--- config.mk ---
export PLATFORM = sky130hd
export DESIGN_NAME = exception_report_standby_ctl
export DESIGN_NICKNAME = d
export VERILOG_FILES = /design/src/pkg/exc_pkg.sv /design/src/core/exception_report_standby_ctl.sv /design/src/core/tick_gen.sv /design/src/core/tick_timer.sv
export VERILOG_INCLUDE_DIRS = /design/src /design/src/pkg
export SDC_FILE = /design/constraint.sdc
export NUM_CORES = 1
export LEC_CHECK = 0
export ABC_CLOCK_PERIOD_IN_PS = 3330
export BUFFER_PORTS_ARGS = -buffer_cell sky130_fd_sc_hd__buf_2
export CORE_AREA = 2 2 160 162
export CTS_BUF_LIST = sky130_fd_sc_hd__clkbuf_8
export DETAILED_ROUTE_END_ITERATION = 8
export DIE_AREA = 0 0 162 164
export GPL_TIMING_DRIVEN = 0
export PLACE_DENSITY = 0.89
export SLEW_MARGIN = 20
export SYNTH_ARGS = -nofsm -noshare
export SYNTH_HDL_FRONTEND = slang
export SYNTH_SLANG_ARGS = --single-unit
--- constraint.sdc ---
create_clock -name clock -period 3.33 [get_ports clock]
set_input_delay 0.4995 -clock clock [delete_from_list [all_inputs] [get_ports clock]]
set_output_delay 0.4995 -clock clock [all_outputs]
set_load 0.05 [all_outputs]
--- src/pkg/exc_defines.svh ---
// Purpose: offsets, field positions, reset values and timing counts
// Assumes: 25 MHz clock, 32-bit register port
// Notes: reserved bits read as zero
//
// Contract
// RULE1: port page reports protocol identifier one
// RULE2: initiator writes zero synchronous transfer timeout
// RULE3: initiator keeps idle bit and timer zero
// RULE4: standby bit enables standby timer use
// RULE5: standby timer counts 100 ms inactivity
// RULE6: warning enable gates temperature warnings
// RULE7: overtemperature reports sense 01h/0Bh/01h
// RULE8: exception disable stops all exception operations
// RULE9: exceptions enabled select reporting method
// RULE10: method ignored when disabled, warnings off
// RULE11: test bit issues false failure 5DFFh
// RULE12: background enable bit drives background functions
// RULE13: error logging and performance bits ignored
// RULE14: method zero silent, method one unsupported
// RULE15: method 2 unit attention, command not run
// RULE16: method 3 recovered error if post-error
// RULE17: method 4 recovered error always
// RULE18: method 5 no sense after completion
// RULE19: method 6 reports only on request sense
// RULE20: reports spaced by interval timer units
// RULE21: interval zero reports only once
// RULE22: report count limits, zero unlimited
// RULE23: methods seven to fifteen rejected illegal
// RULE24: commands restart standby count and wake; here every command restarts, only media commands wake
`ifndef EXC_DEFINES_SVH
`define EXC_DEFINES_SVH
`define ADDR_PORT_CTL 4'h0
`define ADDR_POWER_CTL 4'h1
`define ADDR_STANDBY_TMR 4'h2
`define ADDR_EXC_CTL 4'h3
`define ADDR_INTERVAL 4'h4
`define ADDR_REPORT_CNT 4'h5
`define ADDR_STATUS 4'h6
`define ADDR_SENSE 4'h7
`define PROTOCOL_ID 4'h1
`define BIT_STANDBY 0
`define BIT_IDLE 1
`define BIT_ERROR_LOG 0
`define BIT_TEST 2
`define BIT_EXC_DIS 3
`define BIT_WARN_EN 4
`define BIT_BG_EN 5
`define BIT_PERFORMANCE 7
`define FLD_METHOD_LSB 8
`define EXC_CTL_RESET 32'h0000_0008
`define KEY_NO_SENSE 4'h0
`define KEY_RECOVERED 4'h1
`define KEY_UNIT_ATTN 4'h6
`define ASC_TEMP 8'h0b
`define ASCQ_TEMP 8'h01
`define ASC_FAIL 8'h5d
`define ASCQ_TEST 8'hff
`define TICK_MS 100
`define CLOCK_KHZ 25000
`define TICK_CYCLES (`TICK_MS * `CLOCK_KHZ)
`endif

--- src/pkg/exc_pkg.sv ---
// Purpose: types shared by the exception and standby logic
// Assumes: nothing
// Notes: method codes as carried on the page
package exc_pkg;
  typedef enum logic [3:0] {
    M_NONE = 4'h0, M_ASYNC = 4'h1, M_UNIT_ATTN = 4'h2, M_COND_REC = 4'h3,
    M_UNCOND_REC = 4'h4, M_NO_SENSE = 4'h5, M_ON_REQUEST = 4'h6
  } method_t;
  typedef enum {PW_ACTIVE, PW_STANDBY} power_t;
endpackage

--- src/core/exception_report_standby_ctl.sv ---
// Purpose: port, power and exception page state; standby and report scheduling
// Assumes: command decode outside; events and pins already in clock domain
// Notes: register port answers reads one cycle later
//
// The register offsets and the strobed register port were decided locally.
`timescale 1ns/100ps
`default_nettype none
`include "exc_defines.svh"
module exception_report_standby_ctl #(
  parameter int TICK_CYCLES = `TICK_CYCLES
) (
  input wire logic clock,
  input wire logic rst_n,
  input wire logic [3:0] addr,
  input wire logic [31:0] wdata,
  input wire logic wr,
  input wire logic rd,
  output logic [31:0] rdata,
  output logic page_reject,
  input wire logic temp_over,
  input wire logic fail_predict,
  input wire logic per_bit,
  input wire logic cmd_start,
  input wire logic cmd_done,
  input wire logic cmd_media,
  input wire logic req_sense,
  output logic cmd_block,
  output logic report_valid,
  output logic [3:0] sense_key,
  output logic [7:0] sense_asc,
  output logic [7:0] sense_ascq,
  output logic standby,
  output logic background_on,
  output logic log_save_enable
);
  initial
  begin
    if (TICK_CYCLES < 2)
      $error("tick period below two cycles");
  end
  // ------------------------------------------------------------
  // register state
  // ------------------------------------------------------------
  logic standby_en_r;
  logic [31:0] standby_tmr_r;
  logic [31:0] exc_ctl_r;
  logic [31:0] interval_r;
  logic [31:0] report_cnt_r;
  logic [31:0] rdata_r;
  logic reject_r;

  wire wr_port = wr && addr == `ADDR_PORT_CTL;
  wire wr_pow = wr && addr == `ADDR_POWER_CTL;
  wire wr_sby = wr && addr == `ADDR_STANDBY_TMR;
  wire wr_exc = wr && addr == `ADDR_EXC_CTL;
  wire wr_int = wr && addr == `ADDR_INTERVAL;
  wire wr_cnt = wr && addr == `ADDR_REPORT_CNT;
  wire [3:0] new_method = wdata[`FLD_METHOD_LSB +: 4];
  wire method_bad = new_method > 4'(exc_pkg::M_ON_REQUEST); // see RULE23
  // performance and error-logging bits kept for read-back only
  wire [31:0] exc_keep = {20'h0_0000, new_method, wdata[7:0]} &
    32'h0000_0fbd; // see RULE13

  wire exc_dis = exc_ctl_r[`BIT_EXC_DIS];
  wire warn_en = exc_ctl_r[`BIT_WARN_EN];
  wire test_on = exc_ctl_r[`BIT_TEST];
  wire [3:0] method = exc_ctl_r[`FLD_METHOD_LSB +: 4];
  wire method_used = !(exc_dis && !warn_en); // see RULE10

  always_ff @(posedge clock or negedge rst_n)
  begin
    if (!rst_n)
    begin
      standby_en_r <= 1'b0;
      standby_tmr_r <= 32'h0000_0000;
      exc_ctl_r <= `EXC_CTL_RESET;
      interval_r <= 32'h0000_0000;
      report_cnt_r <= 32'h0000_0000;
    end
    else
    begin
      if (wr_pow)
        standby_en_r <= wdata[`BIT_STANDBY]; // see RULE4
      if (wr_sby)
        standby_tmr_r <= wdata;
      if (wr_exc && !method_bad)
        exc_ctl_r <= exc_keep;
      if (wr_int)
        interval_r <= wdata;
      if (wr_cnt)
        report_cnt_r <= wdata;
    end
  end

  // page writes with nonzero must-be-zero fields raise page_reject; a power write still loads its standby bit
  wire bad_port = wr_port && wdata[31:16] != 16'h0000; // see RULE2
  wire bad_pow = wr_pow && wdata[`BIT_IDLE]; // see RULE3
  wire bad_exc = wr_exc && method_bad; // see RULE23

  always_ff @(posedge clock or negedge rst_n)
  begin
    if (!rst_n)
      reject_r <= 1'b0;
    else
      reject_r <= bad_port || bad_pow || bad_exc;
  end
  assign page_reject = reject_r;

  // ------------------------------------------------------------
  // timers
  // ------------------------------------------------------------
  logic tick;
  tick_gen #(.CYCLES(TICK_CYCLES)) u_tick (
    .clock(clock),
    .rst_n(rst_n),
    .tick(tick)
  );

  logic standby_r;
  logic sby_expired;
  wire sby_load = cmd_start || wr_sby || wr_pow; // see RULE24
  tick_timer #(.W(32)) u_sby (
    .clock(clock),
    .rst_n(rst_n),
    .tick(tick),
    .load(sby_load),
    .value(wr_sby ? wdata : standby_tmr_r),
    .expired(sby_expired)
  );
  always_ff @(posedge clock or negedge rst_n)
  begin
    if (!rst_n)
      standby_r <= 1'b0;
    else if (!standby_en_r || (cmd_start && cmd_media))
      standby_r <= 1'b0; // see RULE4
    else if (sby_expired && !sby_load && tick)
      standby_r <= 1'b1; // see RULE5
  end
  assign standby = standby_r;

  // ------------------------------------------------------------
  // exception conditions
  // ------------------------------------------------------------
  logic pend_r;
  logic [7:0] asc_r;
  logic [7:0] ascq_r;
  logic [31:0] sent_r;
  logic once_done_r;
  logic int_expired;
  logic report_fire;
  wire exc_on = !exc_dis; // see RULE9
  wire temp_ev = temp_over && warn_en && exc_on; // see RULE6
  wire fail_ev = fail_predict && exc_on;
  wire test_ev = test_on && exc_on; // see RULE11
  wire any_ev = temp_ev || fail_ev || test_ev;
  wire cnt_left = report_cnt_r == 32'h0000_0000 || sent_r < report_cnt_r; // see RULE22
  wire once_ok = interval_r != 32'h0000_0000 || !once_done_r; // see RULE21
  wire may_report = pend_r && int_expired && cnt_left && once_ok && method_used &&
    exc_on;

  tick_timer #(.W(32)) u_int (
    .clock(clock),
    .rst_n(rst_n),
    .tick(tick),
    .load(report_fire),
    .value(interval_r),
    .expired(int_expired)
  ); // see RULE20

  always_ff @(posedge clock or negedge rst_n)
  begin
    if (!rst_n)
    begin
      pend_r <= 1'b0;
      asc_r <= 8'h00;
      ascq_r <= 8'h00;
    end
    else if (any_ev)
    begin
      pend_r <= 1'b1; // new event wins over a clear in the same cycle
      asc_r <= temp_ev ? `ASC_TEMP : `ASC_FAIL; // see RULE7
      ascq_r <= temp_ev ? `ASCQ_TEMP : (test_ev ? `ASCQ_TEST : 8'h00);
    end
    // level test: a clear written while the test event still stands is not lost
    else if (!exc_on || (ascq_r == `ASCQ_TEST && !test_on))
      pend_r <= 1'b0; // see RULE8, RULE11
  end

  // ------------------------------------------------------------
  // delivery per method
  // ------------------------------------------------------------
  wire m_ua = method == 4'(exc_pkg::M_UNIT_ATTN);
  wire m_cr = method == 4'(exc_pkg::M_COND_REC) && per_bit; // see RULE16
  wire m_ur = method == 4'(exc_pkg::M_UNCOND_REC); // see RULE17
  wire m_ns = method == 4'(exc_pkg::M_NO_SENSE); // see RULE18
  wire m_rq = method == 4'(exc_pkg::M_ON_REQUEST); // see RULE19
  // methods zero and one never deliver, see RULE14
  wire deliver_ua = may_report && m_ua && cmd_start; // see RULE15
  wire deliver_after = may_report && (m_cr || m_ur || m_ns) && cmd_done;
  wire deliver_req = may_report && m_rq && req_sense;
  assign report_fire = deliver_ua || deliver_after || deliver_req;
  wire [3:0] key_sel = m_ua ? `KEY_UNIT_ATTN :
    ((m_cr || m_ur) ? `KEY_RECOVERED : `KEY_NO_SENSE);

  logic valid_r;
  logic [3:0] key_r;
  logic [7:0] asc_o_r;
  logic [7:0] ascq_o_r;
  always_ff @(posedge clock or negedge rst_n)
  begin
    if (!rst_n)
    begin
      valid_r <= 1'b0;
      key_r <= 4'h0;
      asc_o_r <= 8'h00;
      ascq_o_r <= 8'h00;
      sent_r <= 32'h0000_0000;
      once_done_r <= 1'b0;
    end
    else
    begin
      valid_r <= report_fire;
      if (report_fire)
      begin
        key_r <= key_sel;
        asc_o_r <= asc_r;
        ascq_o_r <= ascq_r;
        sent_r <= sent_r + 32'h0000_0001;
        once_done_r <= 1'b1;
      end
      else if (wr_exc || wr_int || wr_cnt)
      begin
        sent_r <= 32'h0000_0000;
        once_done_r <= 1'b0;
      end
    end
  end
  assign report_valid = valid_r;
  assign sense_key = key_r;
  assign sense_asc = asc_o_r;
  assign sense_ascq = ascq_o_r;
  assign cmd_block = deliver_ua; // see RULE15
  assign background_on = exc_ctl_r[`BIT_BG_EN]; // see RULE12
  assign log_save_enable = exc_on; // see RULE8

  // ------------------------------------------------------------
  // read path
  // ------------------------------------------------------------
  wire [31:0] status_w = {28'h000_0000, once_done_r, pend_r, 1'b0, standby_r};
  wire [31:0] sel_w =
    addr == `ADDR_PORT_CTL ? {28'h000_0000, `PROTOCOL_ID} : // see RULE1
    addr == `ADDR_POWER_CTL ? {31'h0000_0000, standby_en_r} :
    addr == `ADDR_STANDBY_TMR ? standby_tmr_r :
    addr == `ADDR_EXC_CTL ? exc_ctl_r :
    addr == `ADDR_INTERVAL ? interval_r :
    addr == `ADDR_REPORT_CNT ? report_cnt_r :
    addr == `ADDR_STATUS ? status_w :
    addr == `ADDR_SENSE ? {12'h000, key_r, asc_o_r, ascq_o_r} : 32'h0000_0000;
  always_ff @(posedge clock or negedge rst_n)
  begin
    if (!rst_n)
      rdata_r <= 32'h0000_0000;
    else
      rdata_r <= rd ? sel_w : 32'h0000_0000;
  end
  assign rdata = rdata_r;
endmodule
`default_nettype wire

--- src/core/tick_gen.sv ---
// Purpose: one-cycle pulse every 100 ms
// Assumes: single clock
// Notes: period is a parameter so simulation can shorten it
`timescale 1ns/100ps
`default_nettype none
`include "exc_defines.svh"
module tick_gen #(
  parameter int CYCLES = `TICK_CYCLES
) (
  input wire logic clock,
  input wire logic rst_n,
  output logic tick
);
  initial
  begin
    if (CYCLES < 2)
      $error("tick_gen: CYCLES too small");
  end
  logic [31:0] cnt_r;
  wire last = (cnt_r == 32'(CYCLES - 1));
  always_ff @(posedge clock or negedge rst_n)
  begin
    if (!rst_n)
      cnt_r <= 32'h0000_0000;
    else
      cnt_r <= last ? 32'h0000_0000 : cnt_r + 32'h0000_0001;
  end
  assign tick = last;
endmodule
`default_nettype wire

--- src/core/tick_timer.sv ---
// Purpose: down counter in ticks, restartable, expiry level
// Assumes: tick is a one-cycle pulse
// Notes: load of zero expires at once
`timescale 1ns/100ps
`default_nettype none
module tick_timer #(
  parameter int W = 32
) (
  input wire logic clock,
  input wire logic rst_n,
  input wire logic tick,
  input wire logic load,
  input wire logic [W-1:0] value,
  output logic expired
);
  initial
  begin
    if (W < 1)
      $error("tick_timer: bad width");
  end
  logic [W-1:0] cnt_r;
  always_ff @(posedge clock or negedge rst_n)
  begin
    if (!rst_n)
      cnt_r <= '0;
    else if (load)
      cnt_r <= value;
    else if (tick && cnt_r != '0)
      cnt_r <= cnt_r - 1'b1;
  end
  assign expired = (cnt_r == '0);
endmodule
`default_nettype wire

==> results of run 1 <==
-- registers in the layout (all words and copies together) (netlist names) --
name	cells
page_reject	1
ascq_r	2
report_cnt_r	32
sense_asc	3
rdata	32
sense_ascq	2
pend_r	1
sense_key	2
u_sby.cnt_r	32
standby_en_r	1
sent_r	32
standby	1
u_int.cnt_r	32
standby_tmr_r	32
report_valid	1
once_done_r	1
u_tick.cnt_r	32
exc_ctl_r	10
asc_r	3
interval_r	32
-- synthesized netlist by cell type (4+ instances only) --
cell type	n	share of area
inv_1	77	0.020
or3_1	23	0.0098
and3_1	13	0.0056
mux2_2	113	0.087
nand2b_1	6	0.0026
o21a_1	5	0.0026
a21o_1	15	0.0077
o22a_1	4	0.0024
nor4_1	37	0.016
o22ai_1	10	0.0043
a21oi_1	68	0.023
a22oi_1	10	0.0051
nor3_1	32	0.011
o21ai_1	31	0.011
nand2_1	137	0.035
nor4b_1	5	0.0030
o2bb2ai_1	6	0.0036
a21boi_0	6	0.0031
ha_1	35	0.030
a222oi_1	15	0.010
nand4_1	28	0.012
or2_2	8	0.0034
a211oi_1	4	0.0021
clkbuf_1	40	0.010
o21ai_0	87	0.030
or4_1	11	0.0056
and2_1	14	0.0060
nand3_1	40	0.014
xnor2_1	34	0.020
dfrtp_1	283	0.48
xor2_1	19	0.011
o31ai_1	4	0.0021
nor2_1	122	0.031
and4_1	5	0.0030
a2bb2oi_1	4	0.0024
a22o_1	6	0.0036
mux2i_1	24	0.016
nor2b_1	8	0.0034
buf_2	5	0.0017
buf_4	15	0.0077
a31oi_1	6	0.0026
nor3b_1	5	0.0026
buf_1	10	0.0026
-- final timing paths --
kind,start,end,slack (ns),depth (start not counted)
max reg2reg,u_int.cnt_r[5],sense_asc[1],-0.11,9
min reg2reg,asc_r[3],asc_r[3],0.47,1
max in group asynchronous,rst_n,report_cnt_r[23],1.68,4
max,report_cnt_r[23],cmd_block,-0.41,10
min in group asynchronous,rst_n,sent_r[3],0.47,2
min,cmd_media,standby,0.18,4
-- cell type report --
type	count	share of cell area
multi-input cells	1042	0.413
repair buffers	135	0.0503
inverters	77	0.0169
plain buffers	70	0.0201
well taps	330	0.0241
flip-flops and latches	284	0.416
clock buffers	60	0.0483
clock inverters	25	0.0114
-- routing by layer --
metal	vias up	global-route usage
li1	5658	-
met2	908	0.546
met3	274	0.0727
met5	-	0
met4	0	0.194
met1	6336	0.411
-- repair_timing --
action	in CTS	in global routing
endpoints found under the setup margin	67	78
gates resized for setup	29	18
setup buffers	22	8
pin swaps	10	14
hold buffers	1	0
endpoints found under the hold margin	58	0
gates cloned	0	1
-- metrics by stage --
step / instance area, um^2 / total power [mW]
2_1_floorplan: 14600 / 5.16
3_3_place_gp: 15600 / 5.65
3_5_place_dp: 15700 / 5.75
4_1_cts: 17000 / 9.04
5_1_grt: 17100 / 9.46
6_report: 17100 / 9.14
-- power groups by stage --
stage | sequential [mW] | clock [mW] | combinational [mW]
2_1_floorplan | 4.26 | 0 | 0.894
3_3_place_gp | 4.35 | 0 | 1.31
3_5_place_dp | 4.37 | 0 | 1.38
4_1_cts | 4.33 | 3.32 | 1.39
5_1_grt | 4.40 | 3.49 | 1.56
6_report | 4.38 | 3.31 | 1.45
-- worst register-to-register path: stages (launching register included) --
cell and delay, ns:
dfrtp_1 0.41, or4_4 0.58, buf_4 0.19, nor4_4 0.54
nand4_1 0.26, or2_2 0.36, a2111oi_4 0.19, buf_4 0.20
buf_4 0.24, mux2_2 0.37
-- logic make-up (layout without fill, tap and decap cells) --
| group | Yosys count | count (layout) | share of synthesized area |
|---|---|---|---|
| simple gates | 509 | 509 | 0.174 |
| fa+ha+maj | 35 | 35 | 0.0299 |
| mux | 138 | 138 | 0.105 |
| other cells | 1 | 3 | 0.000256 |
| flops | 284 | 284 | 0.486 |
| buf+inv | 147 | 367 | 0.0420 |
| compound gates | 304 | 304 | 0.132 |
| xor+xnor | 53 | 53 | 0.0317 |
==> qor.txt, run 1 <==
Die Ht: 164 um
Post-synth ARST share: 1.00
setup slack after layout: -0.411 ns
Static Leak: 7.66 nW
total number of yosys warnings: 0
Worst Tran Pin Value: 0.880 ns
ant diodes: 0
filler instances: 1761
Vias/cell: 6.51
met3 wire length: 4540 um
Die Wd: 162 um
final worst-path cycle share: 1.12
Clock Tree Buf Depth: 3
Hold Slack: 0.182 ns
Starting Density: 0.590
CTS tree: yes
crit path kind: reg -> out
fin cells: 2023
first-pass GRT wire length: 69500 um
Core Rows: 58
area of the mapped netlist: 14600 um^2
storage element area: 7110 um^2
CP Launch Type: flip-flop
Mapped Avg Cell Area: 9.95 um^2
largest net degree at the start of global routing: 82
Rel. slew slack: 0.409
most common cell after layout, fill and taps aside: dfrtp_1
Layout Utilization: 0.690
IO buf count: 101
antenna violations before repair: 0
status: finished with violations
RSZ-0062 raised after global routing: yes
delay-heaviest family, CP: compound AO/OA/AOI/OAI gates
VDD IR max: 0.395 mV
root buf cell: clkbuf_8
vias in the first global route: 13200
CP Max Fanout: 4
Buf/Inv on CP: 3
post-DR wirelength/cell: 22.4 um
post-layout net count: 1738
Top Layer Used: met4
gpl congestion: 0.976
residual DRC count: 0
antenna-violating nets left: 0
Die ar.: 26600 um^2
M1 WL: 16400 um
Post-Place Setup Slack: -0.524 ns
Core Region: 24800 um^2
Psw: 2.79 mW
share of layout cells above drive strength 1: 0.230
commonest non-fill, non-tap cells in the layout: dfrtp_1, nand2_1, nor2_1
CTS clk-pin slew, worst paths: 0.07 ns
clock sink total: 284
dpl cells: 1908
failing checks: negative setup slack
Max Cap Violations: 0
sw frac: 0.305
Crit. End Element: output pin
number of enable flip-flop cells after synthesis: 0
Max Fclk: 267 MHz
Post-Route WL: 45400 um
Global Route Usage Sum: 0.334
count of different cell masters after synthesis: 69
number of setup violations in the final report: 12
Hold Crit Class: in -> reg
#FFs+latches synth: 284
Arr. time, crit path: 3.24 ns
HPWL after DPL: 30700 um
Worst path slowest cell: dfrtp_2
global route overflow: 0
Clk pwr share: 0.363
CP cell instances: inv_1 -> ha_1 -> a41oi_1 -> o21ai_1 -> a221oi_2 -> a21oi_2 -> a2111oi_4 -> buf_4 -> and4b_2 -> buf_8
Final Skew: 0.0169 ns
combinational share of power: 0.158
PwrDens: 534 nW/um^2
CTS Buf Count: 46
Slew Viols, Final: 0
ys flop type: dfrtp_1
sequential power share: 0.479
DR iter-0 viols: 1820
fin crit period: 3.74 ns
P&R area growth vs syn: 16.9%
TNS Setup: -1.29 ns
multi-input gate area in the final layout: 7070 um^2
I/O pins: 105
Worst path max stage delay: 0.43 ns
Skew-Pair Late Insertion Delay: 0.58 ns
routed via count: 13200
met2 routed WL: 21400 um
WP data required: 2.83 ns
Final Hold Viols: 0
H-Tree Level Count: 2
Mapped Cells: 1471
DRT Pass-1 Iters: 8
Seq/Total Area, Yosys: 0.486
P_int: 6.35 mW
No activity file was read; power rests on OpenSTA's default activity.
==> run 2: changes to the inputs <==
--- a/config.mk
+++ b/config.mk
@@ -12,8 +12,8 @@
 export CTS_BUF_LIST = sky130_fd_sc_hd__clkbuf_8
 export DETAILED_ROUTE_END_ITERATION = 8
 export DIE_AREA = 0 0 162 164
-export GPL_TIMING_DRIVEN = 0
 export PLACE_DENSITY = 0.89
+export RECOVER_POWER = 100
 export SLEW_MARGIN = 20
 export SYNTH_ARGS = -nofsm -noshare
 export SYNTH_HDL_FRONTEND = slang
==> run 2 against run 1 <==
Effect of this change:
- the run ends with max-capacitance violations, max-slew violations, negative setup slack left
- global-route usage down 1.2 points
- clock skew up 0.012 ns
- first-iteration DRC count down 16%
- critical endpoint unchanged
- clock power down 2%
- sequential power about the same
- highest routed layer unchanged
- critical path depth down 3
- non-clock buffer count down 27
- via count down 1.0%
==> qor.txt, run 2 (synthesis results as in run 1) <==
status: finished with violations
failing checks: max-capacitance violations, max-slew violations, negative setup slack
Core Rows: 58 (unchanged)
antenna-violating nets left: 0 (unchanged)
Skew-Pair Late Insertion Delay: 0.58 ns (about the same)
Vias/cell: 6.52 (+0.15%)
Max Cap Violations: 2 (+2)
CP cell instances: or4_4 -> nor3_4 -> nand4_1 -> or3_4 -> a2111oi_4 -> and4b_1 -> buf_6
fin crit period: 3.80 ns (+0.0616 ns)
setup slack after layout: -0.473 ns (-0.0616 ns)
PwrDens: 536 nW/um^2 (+0.36%)
HPWL after DPL: 28800 um (-6.3%)
crit path kind: reg -> out
RSZ-0062 raised after global routing: yes
vias in the first global route: 12800 (-2.9%)
root buf cell: clkbuf_8
Post-Place Setup Slack: 0.00313 ns (+0.527 ns)
Clock Tree Buf Depth: 3 (unchanged)
CP Launch Type: flip-flop
Core Region: 24800 um^2 (unchanged)
Global Route Usage Sum: 0.322 (-0.0119)
Worst path slowest cell: or4_4
Buf/Inv on CP: 1 (-2)
Post-Route WL: 43600 um (-4.0%)
antenna violations before repair: 3 (+3)
VDD IR max: 0.338 mV (-15%)
CTS clk-pin slew, worst paths: 0.07 ns (about the same)
met1 usage: 0.393 (-0.0181)
fin cells: 1999 (-1.2%)
routed via count: 13000 (-1.0%)
I/O pins: 105 (unchanged)
M2 GR Usage: 0.535 (-0.0110)
CTS Buf Count: 47 (+2.2%)
post-DR wirelength/cell: 21.8 um (-2.9%)
CP Max Fanout: 3 (-1)
first-pass GRT wire length: 67300 um (-3.2%)
total chip power: 9.06 mW (-0.84%)
gpl congestion: 0.992 (+1.6%)
clock sink total: 284 (unchanged)
P&R area growth vs syn: 15.5%
number of setup violations in the final report: 60 (+48)
CTS tree: yes
Rel. slew slack: -0.660 (-1.07)
WP data required: 2.83 ns (about the same)
Die Ht: 164 um (unchanged)
Placed Area: 15700 um^2 (+0.34%)
Die ar.: 26600 um^2 (unchanged)
most common cell after layout, fill and taps aside: dfrtp_1
Die Wd: 162 um (unchanged)
DR iter-0 viols: 1525 (-16%)
Most Crowded Layer GR: met2
commonest non-fill, non-tap cells in the layout: dfrtp_1, nand2_1, nor2_1
post-layout net count: 1712 (-1.5%)
Starting Density: 0.590 (unchanged)
Final Skew: 0.0290 ns (+0.0121 ns)
Crit. End Element: output pin
dpl cells: 1889 (-1.0%)
H-Tree Level Count: 2 (unchanged)
share of layout cells above drive strength 1: 0.194 (-0.0364)
IO buf count: 101 (unchanged)
DRT Pass-1 Iters: 8 (unchanged)
final worst-path cycle share: 1.14 (+0.0185)
Hold Crit Class: in -> reg
fin area: 16900 um^2 (-1.2%)
Max Fclk: 263 MHz (-1.6%)
Slew Viols, Final: 131 (+131)
Final Hold Viols: 0 (unchanged)
residual DRC count: 0 (unchanged)
TNS Setup: -7.64 ns (-6.35 ns)
largest net degree at the start of global routing: 99 (+21%)
global route overflow: 0 (unchanged)
delay-heaviest family, CP: simple AND/OR/NAND/NOR gates
Static Leak: 7.36 nW (-4.0%)
Worst Tran Pin Value: 2.49 ns (+1.61 ns)
Worst path max stage delay: 0.55 ns (+0.12 ns)
met3 Use GR: 0.0758 (+0.00303)
Arr. time, crit path: 3.30 ns (+0.06 ns)
[run 2: cell count changes in the layout (fill, tap and decap cells not counted), sizes merged]
cell	previous run	this run
diode	0	4
clkbuf	100	137
inv	91	89
clkinv	7	4
buf	164	106
bufinv	3	1
[run 2: per-stage QoR]
step / hold slack (ns) / utilization
floorplan: 0.204 / -
global placement: 0.447 / 0.634
detailed placement: 0.467 / 0.634
CTS: 0.169 / 0.684
global route: 0.184 / 0.681
finish: 0.191 / 0.681
[run 2: where the power goes]
group          leakage, nW  internal, mW  switching, mW
logic                 3.25         0.598          0.834
clock network        0.568          1.83           1.43
registers             3.54          3.88          0.491
[run 2: worst register-to-register path: stages (launching register included)]
cell and delay (ns):
dfrtp_1 0.39, or4_4 0.55, nor3_4 0.24, nand4_1 0.17, or3_4 0.44, a2111oi_4 0.43
buf_4 0.52, nor2b_1 0.23, mux2_2 0.31
[run 2: what timing repair did]
action / 4_1_cts / 5_1_grt
setup endpoints to repair: 7 / 50
gates cloned: 0 / 1
hold endpoints to repair: 21 / 0
hold buffers: 1 / 0
resized for setup: 20 / 6
pin swaps: 10 / 14
buffers inserted: 19 / 7
[run 2: metal layers]
layer,vias to the layer above,share of wire
met3,243,0.10
met5,-,0
li1,5639,-
met4,0,0.063
met1,6328,0.36
met2,829,0.48
[run 2: cell type report]
cell class,count,area [um^2]
Sequential cell,284,7110
Tap cell,330,413
Clock buffer,66,908
Inverter,77,289
Multi-Input combinational cell,1042,7050
Antenna cell,4,10.0
Fill cell,1741,7910
Timing Repair Buffer,178,1020
Clock inverter,18,108
[run 2: path summary, 6_finish.rpt]
check / to / slack [ns] / depth (start not counted) / startpoint
min reg2reg: asc_r[3] / 0.48 / 1 / asc_r[3]
min: report_cnt_r[14] / 0.19 / 2 / wdata[14]
max in group asynchronous: u_tick.cnt_r[25] / 0.38 / 3 / rst_n
max: cmd_block / -0.47 / 7 / u_int.cnt_r[15]
min in group asynchronous: sent_r[5] / 1.22 / 2 / rst_n
max reg2reg: sent_r[0] / -0.07 / 8 / u_int.cnt_r[15]
